--- src/hw/smc_pkg.sv ---
package smc_pkg;

   // ------------------------------------------------------------
   // register indices (byte address is four times the index)
   // ------------------------------------------------------------
   localparam logic [15:0] SMC_IDX_PRST3 = 16'hF07E; // peripheral reset 3
   localparam logic [15:0] SMC_IDX_SBYC = 16'hF090; // standby control
   localparam logic [15:0] SMC_IDX_UNLK = 16'hF092; // stop unlock
   localparam logic [15:0] SMC_IDX_CLKS = 16'hF094; // clock source select
   localparam logic [15:0] SMC_IDX_STAT = 16'hF096; // mode and entry status

   // ------------------------------------------------------------
   // field positions
   // ------------------------------------------------------------
   localparam int SMC_B_HLT = 0; // halt request
   localparam int SMC_B_HIGH_SPEED_HALT_REQUEST_BIT = 1; // high-speed halt request
   localparam int SMC_B_STP = 2; // stop request
   localparam int SMC_B_DRM = 4; // deep mode select
   localparam int SMC_B_DPM = 5; // deep power select
   localparam int SMC_B_ADCR = 0; // adc block reset
   localparam int SMC_B_SEL = 0; // system clock source, 1 = high speed
   localparam int SMC_B_UNLK = 8; // status: stop unlocked
   localparam int SMC_B_REFU = 9; // status: last entry refused

   // ------------------------------------------------------------
   // reset values and unlock codes
   // ------------------------------------------------------------
   localparam logic [15:0] SMC_RST_PRST3 = 16'h0001;
   localparam logic [3:0] SMC_UNLK_KEY1 = 4'h5;
   localparam logic [3:0] SMC_UNLK_KEY2 = 4'hA;
   localparam logic SMC_RST_SEL = 1'b0;

   // ------------------------------------------------------------
   // operating states, one-hot
   // ------------------------------------------------------------
   typedef enum logic [6:0] {
      SMC_RST = 7'h01,
      SMC_RUN = 7'h02,
      SMC_HALT = 7'h04,
      SMC_HALTH = 7'h08,
      SMC_HALTD = 7'h10,
      SMC_STOP = 7'h20,
      SMC_STOPD = 7'h40
   } smc_state_e;

endpackage : smc_pkg

--- src/hw/smc_standby_ctrl.sv ---
// Register access over APB was decided locally.
`timescale 1ns/1ps
module smc_standby_ctrl
   import smc_pkg::*;
#(
   parameter int ADDR_W = 20
) (
   input wire logic sys_clk,
   input wire logic rstn,
   input wire logic psel,
   input wire logic penable,
   input wire logic pwrite,
   input wire logic [ADDR_W-1:0] paddr,
   input wire logic [31:0] pwdata,
   input wire logic [3:0] pstrb,
   output logic [31:0] prdata,
   output logic pready,
   output logic pslverr,
   input wire logic irq_pending,
   input wire logic stop_wake,
   output logic cpu_clk_en,
   output logic periph_clk_en,
   output logic full_periph_en,
   output logic hs_clk_en,
   output logic system_clock_hs,
   output logic vddl_low,
   output logic adc_block_reset,
   output logic run_mode
);

   // ------------------------------------------------------------
   // elaboration checks
   // ------------------------------------------------------------
   if (ADDR_W < 18 || ADDR_W > 32) begin : g_chk
      $error("smc_standby_ctrl: ADDR_W must be 18 to 32");
   end

   // ------------------------------------------------------------
   // address decode
   // ------------------------------------------------------------
   function automatic logic hit(input logic [ADDR_W-1:0] a,
                                input logic [15:0] idx);
      hit = (a == ADDR_W'({idx, 2'b00}));
   endfunction : hit

   smc_state_e state_ff; // operating state
   smc_state_e nxt_state;
   logic [15:0] prst3_ff; // peripheral reset register 3
   logic drm_ff; // deep mode select
   logic dpm_ff; // deep power select
   logic sel_ff; // software clock source select
   logic saved_sel_ff; // source held across standby
   logic key1_ff; // first unlock code seen
   logic unlk_ff; // stop unlocked
   logic refused_ff; // last entry request refused
   logic [31:0] prdata_ff;
   logic pready_ff;
   logic pslverr_ff;
   logic cpu_ff, per_ff, full_ff, hs_ff, shs_ff, vddl_ff, run_ff;

   wire setup = psel & ~penable; // setup phase
   wire acc = psel & penable & pready_ff; // access completes
   wire wr = acc & pwrite;
   wire h_prst = hit(paddr, SMC_IDX_PRST3);
   wire h_sbyc = hit(paddr, SMC_IDX_SBYC);
   wire h_unlk = hit(paddr, SMC_IDX_UNLK);
   wire h_clks = hit(paddr, SMC_IDX_CLKS);
   wire h_stat = hit(paddr, SMC_IDX_STAT);
   wire mapped = h_prst | h_sbyc | h_unlk | h_clks | h_stat;
   wire wr_sbyc = wr & h_sbyc & pstrb[0];
   wire wr_unlk = wr & h_unlk & pstrb[0];
   wire in_run = (state_ff == SMC_RUN);

   // ------------------------------------------------------------
   // entry request decode
   // ------------------------------------------------------------
   wire req_hlt = pwdata[SMC_B_HLT];
   wire req_high_speed_halt_request_bit = pwdata[SMC_B_HIGH_SPEED_HALT_REQUEST_BIT];
   wire req_stp = pwdata[SMC_B_STP];
   wire req_drm = pwdata[SMC_B_DRM];
   // requesting two modes at once is not an entry
   wire req_one = (32'(req_hlt) + 32'(req_high_speed_halt_request_bit) + 32'(req_stp)) == 32'h1;
   wire req_any = req_hlt | req_high_speed_halt_request_bit | req_stp;
   // high-speed halt refused on low clock
   wire high_speed_halt_request_bit_ok = req_high_speed_halt_request_bit & sel_ff;
   wire stp_ok = req_stp & unlk_ff;
   wire kind_ok = req_hlt | high_speed_halt_request_bit_ok | stp_ok;
   // pending interrupt cancels the entry
   wire enter = wr_sbyc & in_run & req_one & kind_ok
      & ~irq_pending;
   wire refuse = wr_sbyc & in_run & req_any & ~enter;

   // ------------------------------------------------------------
   // next state
   // ------------------------------------------------------------
   always_comb begin
      nxt_state = state_ff;
      unique case (state_ff)
         SMC_RST: nxt_state = SMC_RUN;
         SMC_RUN: begin
            if (enter && req_hlt && !req_drm) begin
               nxt_state = SMC_HALT;
            end else if (enter && req_hlt) begin
               nxt_state = SMC_HALTD;
            end else if (enter && req_high_speed_halt_request_bit) begin
               nxt_state = SMC_HALTH;
            end else if (enter && req_stp && req_drm) begin
               nxt_state = SMC_STOPD;
            end else if (enter) begin
               nxt_state = SMC_STOP;
            end
         end
         // halt family wakes on watchdog or enabled interrupt
         SMC_HALT, SMC_HALTH, SMC_HALTD: begin
            if (irq_pending) begin
               nxt_state = SMC_RUN;
            end
         end
         // stop family wakes on its own sources only
         SMC_STOP, SMC_STOPD: begin
            if (stop_wake) begin
               nxt_state = SMC_RUN;
            end
         end
      endcase
   end

   // ------------------------------------------------------------
   // clock source after the next state
   // ------------------------------------------------------------
   logic nxt_sel;
   always_comb begin
      nxt_sel = sel_ff;
      if (wr & h_clks & pstrb[0]) begin
         nxt_sel = pwdata[SMC_B_SEL];
      end
      if (state_ff == SMC_HALTH && nxt_state == SMC_RUN) begin
         nxt_sel = 1'b1;
      end else if (state_ff != SMC_RUN && state_ff != SMC_RST
                   && nxt_state == SMC_RUN) begin
         nxt_sel = saved_sel_ff;
      end
   end

   // ------------------------------------------------------------
   // clock gating per state
   // ------------------------------------------------------------
   wire n_run = (nxt_state == SMC_RUN);
   wire n_halt = (nxt_state == SMC_HALT);
   wire n_halth = (nxt_state == SMC_HALTH);
   wire n_haltd = (nxt_state == SMC_HALTD);
   wire n_stpx = (nxt_state == SMC_STOP) | (nxt_state == SMC_STOPD);
   // cpu clock runs only in run mode
   wire nxt_cpu = n_run;
   // peripherals clocked in all but reset and the stop family
   wire nxt_per = ~n_stpx & (nxt_state != SMC_RST);
   // deep halt keeps only a subset of peripherals
   wire nxt_full = n_run | n_halt | n_halth;
   // high clocks off in high-speed halt, deep halt, stop
   wire nxt_hs = (n_run & nxt_sel) | (n_halt & nxt_sel);
   // system clock source: low clock while high clocks are off
   wire nxt_shs = nxt_hs;
   wire nxt_vddl = (nxt_state == SMC_STOPD);

   // ------------------------------------------------------------
   // read data mux
   // ------------------------------------------------------------
   wire [31:0] rd_prst = {16'h0000, prst3_ff};
   wire [31:0] rd_sbyc = 32'({dpm_ff, drm_ff}) << SMC_B_DRM;
   wire [31:0] rd_clks = 32'(sel_ff);
   wire [31:0] rd_stat = 32'(state_ff)
      | (32'(unlk_ff) << SMC_B_UNLK) | (32'(refused_ff) << SMC_B_REFU);
   wire [31:0] rd_mux = h_prst ? rd_prst :
                        h_sbyc ? rd_sbyc :
                        h_clks ? rd_clks :
                        h_stat ? rd_stat : 32'h00000000;

   // ------------------------------------------------------------
   // bus handshake: no wait state, answer in first access cycle
   // ------------------------------------------------------------
   always_ff @(posedge sys_clk) begin
      if (!rstn) begin
         pready_ff <= 1'b0;
         pslverr_ff <= 1'b0;
         prdata_ff <= 32'h00000000;
      end else begin
         pready_ff <= setup;
         pslverr_ff <= setup & ~mapped;
         prdata_ff <= (setup & ~pwrite) ? rd_mux : 32'h00000000;
      end
   end

   // ------------------------------------------------------------
   // state and software registers
   // ------------------------------------------------------------
   always_ff @(posedge sys_clk) begin
      if (!rstn) begin
         state_ff <= SMC_RST;
         sel_ff <= SMC_RST_SEL;
         saved_sel_ff <= SMC_RST_SEL;
      end else begin
         state_ff <= nxt_state;
         sel_ff <= nxt_sel;
         // remember the source at entry
         if (enter) begin
            saved_sel_ff <= sel_ff;
         end
      end
   end

   // adc reset bit; reserved bits stay zero
   always_ff @(posedge sys_clk) begin
      if (!rstn) begin
         prst3_ff <= SMC_RST_PRST3;
      end else if (wr & h_prst & pstrb[0]) begin
         prst3_ff <= {15'h0000, pwdata[SMC_B_ADCR]};
      end
   end

   // deep selects are kept; request bits are pulses
   always_ff @(posedge sys_clk) begin
      if (!rstn) begin
         drm_ff <= 1'b0;
         dpm_ff <= 1'b0;
      end else if (wr_sbyc) begin
         drm_ff <= pwdata[SMC_B_DRM];
         dpm_ff <= pwdata[SMC_B_DPM];
      end
   end

   // unlock sequence: code 5 then code A, any else restarts
   always_ff @(posedge sys_clk) begin
      if (!rstn) begin
         key1_ff <= 1'b0;
         unlk_ff <= 1'b0;
      end else if (wr_unlk) begin
         key1_ff <= (pwdata[7:4] == SMC_UNLK_KEY1);
         unlk_ff <= key1_ff && (pwdata[7:4] == SMC_UNLK_KEY2);
      end else if (wr_sbyc && req_stp) begin
         key1_ff <= 1'b0;
         unlk_ff <= 1'b0; // consumed by a stop request
      end
   end

   // refused-entry status, updated on each request write
   always_ff @(posedge sys_clk) begin
      if (!rstn) begin
         refused_ff <= 1'b0;
      end else if (wr_sbyc & req_any) begin
         refused_ff <= refuse;
      end
   end

   // ------------------------------------------------------------
   // registered outputs
   // ------------------------------------------------------------
   always_ff @(posedge sys_clk) begin
      if (!rstn) begin
         cpu_ff <= 1'b0;
         per_ff <= 1'b0;
         full_ff <= 1'b0;
         hs_ff <= 1'b0;
         shs_ff <= 1'b0;
         vddl_ff <= 1'b0;
         run_ff <= 1'b0;
      end else begin
         cpu_ff <= nxt_cpu;
         per_ff <= nxt_per;
         full_ff <= nxt_full & nxt_per;
         hs_ff <= nxt_hs;
         shs_ff <= nxt_shs;
         vddl_ff <= nxt_vddl;
         run_ff <= n_run;
      end
   end

   assign prdata = prdata_ff;
   assign pready = pready_ff;
   assign pslverr = pslverr_ff;
   assign cpu_clk_en = cpu_ff;
   assign periph_clk_en = per_ff;
   assign full_periph_en = full_ff;
   assign hs_clk_en = hs_ff;
   assign system_clock_hs = shs_ff;
   assign vddl_low = vddl_ff;
   assign adc_block_reset = prst3_ff[SMC_B_ADCR];
   assign run_mode = run_ff;
endmodule : smc_standby_ctrl

--- config.mk ---
export PLATFORM = sky130hd
export DESIGN_NAME = smc_standby_ctrl
export DESIGN_NICKNAME = d
export VERILOG_FILES = /design/src/hw/smc_pkg.sv /design/src/hw/smc_standby_ctrl.sv
export SDC_FILE = /design/constraint.sdc
export NUM_CORES = 1
export LEC_CHECK = 0
export BUFFER_PORTS_ARGS = -buffer_cell sky130_fd_sc_hd__buf_4
export CORE_MARGIN = 2
export CORE_UTILIZATION = 40
export CTS_BUF_LIST = sky130_fd_sc_hd__clkbuf_8
export CTS_CLUSTER_DIAMETER = 60
export DETAILED_ROUTE_END_ITERATION = 10
export PLACE_DENSITY = 0.8
export SKIP_CTS_REPAIR_TIMING = 1
export SLEW_MARGIN = 20
export SYNTH_ARGS = -nofsm -noshare
export SYNTH_HDL_FRONTEND = slang
export SYNTH_SLANG_ARGS = --single-unit
--- constraint.sdc ---
create_clock -name sys_clk -period 2.3 [get_ports sys_clk]
set_input_delay 0.46 -clock sys_clk [delete_from_list [all_inputs] [get_ports sys_clk]]
set_output_delay 0.46 -clock sys_clk [all_outputs]
set_load 0.1 [all_outputs]
==> results, run 1 <==
- Setup repair after global routing left no endpoint under its margin.
- After synthesis, the share of cell area in mux cells is approximately 3.6%.
- The I/O pin total is about 110.
- After synthesis, the cell types taking the most area are sky130_fd_sc_hd__dfxtp_1 (36%), sky130_fd_sc_hd__buf_4 (11%), sky130_fd_sc_hd__nor2_1 (4.6%), sky130_fd_sc_hd__nand2_1 (3.3%), sky130_fd_sc_hd__a21oi_1 (3.2%).
- The flow ran to the end, and the final reports show no timing, DRC or antenna violations.
- The worst register-to-register path begins at state_ff[1].
- The final-report setup violation count is 0.
- In this run the static leakage power is between 0.9 and 1 nW.
- The via count of the first global-routing pass is between 1500 and 2000.
- The shortest clock period the worst path allows after layout is between 2 and 2.5 ns.
- The filler cells instantiated in the layout total between 300 and 400.
- The number of antenna violations at the first check in global routing is 0.
- The critical path goes through buf_4 > inv_1 > fa_1 > nor2_1 > nand3_1 > nor4_2 > and4_1 > mux2i_1 > nor2_1.
- Synthesis inferred 31 register bits.
- The adder and majority cell fraction of the synthesized area is 1.17%.
- The die covers 0.00481 mm^2.
- The share of final-layout standard cells stronger than drive strength 1 is a little under a third.
- The number of cells on the worst reg-to-reg path is 6.
- OpenSTA, run right after detailed placement, puts the worst setup slack at -0.0898 ns.
- The cell area after technology mapping is roughly 0.0017 mm^2.
- STA puts the critical path data required time at approximately 2.5 ns.
- The maximum fanout encountered on the critical timing path is 4.
- The horizontal extent of the die is slightly below 70 um.
- The wire length of the first global-routing pass is between 6000 and 7000 um.
- The launch point of the worst hold path is pwrite.
- The total via count after detailed routing is 1595.
- For this design the ratio of total power to cell area is roughly 580 mW/mm^2.
- The final max-slew violation count was 0.
- The launch point of the worst path is pwdata[0].
- The clock tree root buffer cell is sky130_fd_sc_hd__clkbuf_8.
- After clock tree synthesis, the clock-pin slew on the worst setup and hold paths is around 0.060 ns.
- The detailed router finished its first iteration with 116 violations.
- For this run, the leading register cell type out of synthesis is sky130_fd_sc_hd__dfxtp_1.
- After global routing the overflow that remains totals 0.
- The fmax is 0.475 GHz.
- The complex-gate fraction of the synthesized area is 8.56%.
- Summed over all instances, the cell type with the most area after synthesis is sky130_fd_sc_hd__dfxtp_1.
- For this run, the slowest stage of the critical path takes around 0.46 ns.
- The worst hold path terminates at prdata[0].
- In the synthesized netlist the async set-or-reset flop fraction comes to 0%.
- The placeable core area is between 0.004 and 0.005 mm^2.
- For this run, the number of Yosys warnings is 0.
- The worst setup path is captured at a flop.
- The final critical-path share of the clock period is around nine tenths.
- TritonCTS built the clock tree.
- The y dimension of the die is around 69 um.
- The detail route stage leaves a number of antenna-violating nets equal to 0.
- Across every metal layer, demand over resource in global routing totals 16.8%.
- The number of buffers added on ports is 53.
- The largest family of logic cells by synthesized area is simple AND/OR/NAND/NOR gates.
- The number of clock buffers added by TritonCTS is 5.
- The worst IR drop on VDD is between 0.2 and 0.25 mV.
- The routed design has between 3000 and 4000 um of wire.
- For this design, the sink count on the clock tree is 31.
- After synthesis, the largest area contributor takes up 36.3% of total cell area.
- Routability-driven placement finished with a final weighted congestion of 0.854.
- The data arrival time of the critical path is approximately 2.3 ns.
- Among the stages of the critical path, the cell type that occurs most often is sky130_fd_sc_hd__nor2_1.
- The combinational share of power is between 20% and 30%.
- After detailed routing, the number of vias per cell comes to 5.06.
- The number of distinct library cell variants in the gate-level netlist after synthesis is 45.
- The worst setup slack for register-to-register paths is about 0.37 ns.
- Across the run, the number of max-cap violations was 0.
- The basic-gate share of the synthesized area counting and, or, nand and nor cells is 34.7%.
- The endpoint of the lowest-slack register-to-register path is state_ff[4].
- The internal power summed over all cells is about 0.81 mW.
- From synthesis to final layout, the design area changed by 28.6%.
- For this design the total switching power over the nets is 0.452 mW.
- The switching power share of the total is between 30% and 40%.
- Of the total synthesized cell area, the portion taken by XOR and XNOR cells is roughly 1.5%.
- After detailed routing, the number of remaining DRC violations is 0.
- The number of hold-slack violations in the final timing report is 0.
- For the final database, setup skew stands at approximately 0.0039 ns.
- The overall power consumption is 1.27 mW.
- The number of cell rows is 23.
- The hold path depth is 2.
- The synthesized instance count is between 200 and 250.
- The wire length per cell after detailed routing is between 10 and 15 um.
- The setup path with the least slack is of type in2reg.
- The H-tree was split into 2 levels.
- Entering global routing, the biggest net connects 16 pins.
- For the final routed database, the setup TNS stands at 0 ns.
- The slowest stage of the critical path is the sky130_fd_sc_hd__fa_1 cell.
- The total number of nets in the final design is 328.
- The path class of the lowest-slack min-delay path is in2reg.
- Once layout is complete, the utilization of the core stands at between 50% and 60%.
- The number of antenna diodes in the final layout is 0.
- The share of total power dissipated in the clock network is 31.4%.
- The mean instance size in the synthesized netlist is 8.47 um^2.
- For this configuration, the core starts out at a cell density of between 40% and 50%.
- The share of power burned in registers is between 40% and 50%.
- For this run, the detailed router's first-pass iteration total came to 4.
- The worst-case clock buffer depth is 2.
- The insertion delay to the later sink of the worst-skew pair is 0.28 ns.
- The worst setup path is launched from an input port.
- The count of flip-flops with a built-in enable after synthesis is 0.
- Across all setup checks in the final design, the least slack found is a little under 0.2 ns.
- The post-synthesis sequential area ratio is a little over a third.
- Detailed placement finished with a half-perimeter wire length of between 3000 and 4000 um.
[metrics by stage]
stage / area (um^2) / hold WS, ns / std cells
after floorplan: 1800 / 0.423 / 224
after global placement: 2120 / 0.440 / 307
after detailed placement: 2120 / 0.448 / 307
after CTS: 2200 / 0.350 / 315
after global routing: 2200 / 0.356 / 315
final: 2200 / 0.352 / 315
[kinds of logic (layout without fill, tap and decap cells)]
family | after synthesis | in the layout
other cells | 1 | 23
xor+xnor | 3 | 3
buf+inv | 38 | 79
simple gates | 99 | 99
compound gates | 23 | 23
mux | 6 | 6
flops | 31 | 31
fa+ha+maj | 1 | 1
[cells in the mapped netlist, drive strengths merged (2+ instances only)]
library cell  number
a21oi             11
a22oi              2
a31oi              2
and2               8
and3               4
buf               26
clkbuf             3
dfxtp             31
inv                9
mux2i              5
nand2             15
nand2b             3
nand3             10
nand4              6
nand4b             3
nor2              21
nor3              12
nor4               5
o211ai             2
or2                2
or3                2
xor2               3
[layout by cell type (no fill, tap or decap), types with 2 or more instances in the layout]
master / Yosys / final
sky130_fd_sc_hd__nand4_1: 5 / 5
sky130_fd_sc_hd__nand2b_1: 3 / 3
sky130_fd_sc_hd__nor4_1: 3 / 3
sky130_fd_sc_hd__nand4b_1: 3 / 3
sky130_fd_sc_hd__nor2_1: 21 / 21
sky130_fd_sc_hd__dfxtp_1: 31 / 30
sky130_fd_sc_hd__and3_1: 4 / 4
sky130_fd_sc_hd__o211ai_1: 2 / 2
sky130_fd_sc_hd__a21oi_1: 11 / 11
sky130_fd_sc_hd__nand3_1: 10 / 10
sky130_fd_sc_hd__conb_1: 1 / 23
sky130_fd_sc_hd__a31oi_1: 2 / 2
sky130_fd_sc_hd__and2_1: 8 / 8
sky130_fd_sc_hd__inv_1: 8 / 10
sky130_fd_sc_hd__or3_1: 2 / 2
sky130_fd_sc_hd__nand2_1: 15 / 15
sky130_fd_sc_hd__clkbuf_8: 0 / 5
sky130_fd_sc_hd__or2_2: 2 / 2
sky130_fd_sc_hd__nor3_4: 2 / 2
sky130_fd_sc_hd__xor2_1: 3 / 3
sky130_fd_sc_hd__a22oi_1: 2 / 2
sky130_fd_sc_hd__mux2i_1: 5 / 5
sky130_fd_sc_hd__buf_4: 25 / 62
sky130_fd_sc_hd__nor3_1: 10 / 10
[power groups by stage]
stage               registers, mW  logic, mW  clock network (mW)
finish                      0.548      0.321               0.397
global route                0.548      0.333               0.429
CTS                         0.547      0.320               0.404
detailed placement          0.559      0.319                   0
global placement            0.559      0.317                   0
floorplan                   0.589      0.242                   0
[worst max path at each step]
stage,to,cells past startpoint
final,saved_sel_ff,9
after global routing,state_ff[4],10
after CTS,saved_sel_ff,9
after detailed placement,saved_sel_ff,9
after global placement,saved_sel_ff,9
after floorplan,saved_sel_ff,10
[registers in the layout (all words and copies together) (netlist names)]
signal and flops:
dpm_ff 1, drm_ff 1, full_periph_en 1, key1_ff 1, periph_clk_en 1, prdata 9
pready 1, prst3_ff 1, pslverr 1, refused_ff 1, run_mode 1, saved_sel_ff 1
sel_ff 1, state_ff 7, system_clock_hs 1, unlk_ff 1, vddl_low 1
[per-layer routing]
metal	vias up	GRT usage, %	part of all wire (%)
met5	-	0	0
met4	0	10.9	3.4
met3	16	3.63	8.4
met2	81	28.2	49
met1	712	19.2	39
li1	786	-	-
[critical path: cells and delay by family]
kind | cells | cell delay [ns]
buffers and inverters | 2 | 0.15
AND/OR/NAND/NOR | 5 | 0.98
adder cells (fa/ha/maj) | 1 | 0.46
multiplexers | 1 | 0.21
[final cells by class]
class | count | area, um^2 | area share [%]
inverters | 9 | 33.8 | 1.54
well taps | 50 | 62.6 | 2.84
clock buffers | 5 | 68.8 | 3.13
clock inverters | 3 | 12.5 | 0.569
repair buffers | 62 | 465 | 21.2
flip-flops and latches | 31 | 622 | 28.3
multi-input cells | 155 | 935 | 42.5
Note: power is estimated with default switching activity, not from simulation.
==> run 2: changes to the inputs <==
--- a/config.mk
+++ b/config.mk
@@ -11,7 +11,8 @@
 export CTS_BUF_LIST = sky130_fd_sc_hd__clkbuf_8
 export CTS_CLUSTER_DIAMETER = 60
 export DETAILED_ROUTE_END_ITERATION = 10
-export PLACE_DENSITY = 0.8
+export GPL_TIMING_DRIVEN = 1
+export PLACE_DENSITY = 0.78
 export SKIP_CTS_REPAIR_TIMING = 1
 export SLEW_MARGIN = 20
 export SYNTH_ARGS = -nofsm -noshare
==> results, run 2 (synthesis results as in run 1) <==
- The H-tree depth reported by CTS was 2 (unchanged).
- The estimated wirelength of the detail-placed design is 3170 um (+0.83%).
- The placed cell area came to 0.00213 mm^2 (+0.35%).
- The worst-case clock skew came to 0.00544 ns (+0.00157 ns).
- Compared with the post-synthesis result, the final layout area differs by 29.4%.
- The clock net sink count is 31 (unchanged).
- The y dimension of the die is 69.4 um (unchanged).
- The all-layer global routing usage came to 17.0% (+0.19 points).
- The number of design rule violations left after detail routing was 0 (unchanged).
- The worst-case clock buffer depth came to 2 (unchanged).
- The number of antenna violations at the first check in global routing is 0 (unchanged).
- The wire length of the first global-routing pass came to 6600 um (+1.9%).
- The starting utilization of the core area is 42.2% (unchanged).
- The area of the die is 0.00481 mm^2 (unchanged).
- The final-report setup violation count is 0 (unchanged).
- TritonCTS built the clock tree.
- The signal on the critical path passes through buf_4 > inv_1 > fa_1 > nor2_1 > nand3_1 > nor4_2 > buf_4 > and4_1 > buf_4 > a31oi_1 > nor2_1.
- Among the stages of the critical path, the cell type that occurs most often is sky130_fd_sc_hd__buf_4.
- The path class of the lowest-slack min-delay path is in2reg.
- The total detailed-routing wirelength is 3930 um (-0.38%).
- The fmax is 0.486 GHz (+2.3%).
- Setup repair after global routing left no endpoint under its margin.
- The finished layout cell area came to 0.00221 mm^2 (+0.63%).
- The number of flip-flops in the largest register is 9 (unchanged).
- The total via count after detailed routing is 1564 (-1.9%).
- The number of buffers created by CTS is 5 (unchanged).
- The most common library cell in the layout ignoring fill and taps is sky130_fd_sc_hd__buf_4.
- The delay of the slowest cell on the worst path is 0.47 ns (about the same).
- The data required time of the critical path is 2.51 ns (+0.05 ns).
- In the layout the commonest cells are sky130_fd_sc_hd__buf_4 (63), sky130_fd_sc_hd__dfxtp_1 (30), sky130_fd_sc_hd__conb_1 (23).
- The shortest clock period the worst path allows after layout is 2.06 ns (-0.0469 ns).
- The number of cell rows is 23 (unchanged).
- The total number of nets in the final design came to 329 (+0.30%).
- The via count of the first global-routing pass is 1460 (-4.5%).
- The maximum fanout encountered on the critical timing path came to 5 (+1).
- The largest net degree at the start of global routing is 16 (unchanged).
- The number of buffers added on ports is 53 (unchanged).
- The setup TNS is 0 ns (unchanged).
- The final max-slew violation count is 0 (unchanged).
- The I/O pin total is 105 (unchanged).
- The worst IR drop on VDD is 0.304 mV (+29%).
- The via density per instance is 4.97 (-1.9%).
- The type of destination of the critical path is a flop.
- Clock tree synthesis selected as its root buffer the cell sky130_fd_sc_hd__clkbuf_8.
- The non-filler instance count after layout came to 315 (unchanged).
- The slowest stage of the critical path is the sky130_fd_sc_hd__fa_1 cell.
- The number of inserted filler cells in the final layout was 389 (-0.26%).
- The insertion delay to the later sink of the worst-skew pair is 0.28 ns (about the same).
- The routability congestion estimate is 0.825 (-3.4%).
- The share of final-layout standard cells stronger than drive strength 1 came to 30.9% (+0.75 points).
- The worst setup path is launched from an input port.
- The critical path in this run is classified as in2reg.
- The global-route congestion overflow total is 0 (unchanged).
- The reported leakage power was 0.990 nW (+0.20%).
- The post-route antenna net violation count came to 0 (unchanged).
- The number of buffer and inverter stages on the critical path is 4 (+2).
- The run finished with clean final reports.
- The final core area utilization came to 54.5% (+0.34 points).
- Grouping stages by cell kind, the critical path spends the most delay in simple AND/OR/NAND/NOR gates.
- The number of hold-slack violations in the final timing report came to 0 (unchanged).
- The wire length per cell after detailed routing is 12.5 um (-0.38%).
- The final critical-path share of the clock period is 89.4% (-2.0 points).
- The clock-pin slew on the worst setup and hold paths came to 0.06 ns (about the same).
- The diode insertion count for antenna repair is 0 (unchanged).
- The placeable core area is 0.00406 mm^2 (unchanged).
- The count of routing violations after the opening detailed-route iteration came to 85 (-27%).
- The number of iterations in the first detailed-routing pass came to 5 (+1).
- The ratio of total power to cell area is 584 mW/mm^2 (+1.5%).
- The max-capacitance violation count is 0 (unchanged).
- The horizontal extent of the die came to 69.4 um (unchanged).
- The data arrival time of the critical path is 2.27 ns (about the same).
- The instance count after placement with tap cells included is 308 (+0.33%).
- The worst hold-check slack came to 0.357 ns (+0.00567 ns).
==> run 2: changes by cell type in the layout (fill, tap and decap cells not counted), sizes merged <==
cell    delta
clkbuf     +1
inv        -2
buf        +1
==> run 2: power breakdown <==
group	total (mW)	switching, mW	internal [mW]
clock	0.423	0.189	0.234
sequential	0.548	0.00433	0.543
combinational	0.322	0.254	0.0673
total	1.29	0.448	0.845
==> run 2: routing by layer <==
layer / vias to the layer above / GRT usage (%) / share of wire, %
met1: 701 / 21.2 / 41
met4: 0 / 6.32 / 1.8
met2: 67 / 27.0 / 48
li1: 789 / - / -
met5: - / 0 / 0
met3: 7 / 5.96 / 8.8
==> run 2: area by class of cell <==
cell class	instances	area (um^2)	area share (%)
repair buffers	63	473	21.4
well taps	50	62.6	2.83
multi-input cells	155	935	42.2
inverters	9	33.8	1.53
clock buffers	6	82.6	3.73
clock inverters	1	5.00	0.226
flip-flops and latches	31	622	28.1
==> run 2: path summary, 6_finish.rpt <==
| path | start | endpoint | slack [ns] | cells after the start |
|---|---|---|---|---|
| worst max-delay path | pwdata[0] | state_ff[4] | 0.24 | 11 |
| worst min-delay path | pwrite | prdata[0] | 0.36 | 2 |
| worst max register to register | state_ff[1] | state_ff[4] | 0.41 | 6 |
| worst min register to register | refused_ff | prdata[9] | 0.47 | 1 |
==> run 2: per-stage QoR <==
| step | total power [mW] | setup WS, ns |
|---|---|---|
| 2_1_floorplan | 0.831 | -0.0698 |
| 5_1_grt | 1.35 | 0.128 |
| 3_3_place_gp | 0.877 | 0.00552 |
| 4_1_cts | 1.30 | 0.250 |
| 6_report | 1.29 | 0.244 |
| 3_5_place_dp | 0.880 | -0.0450 |
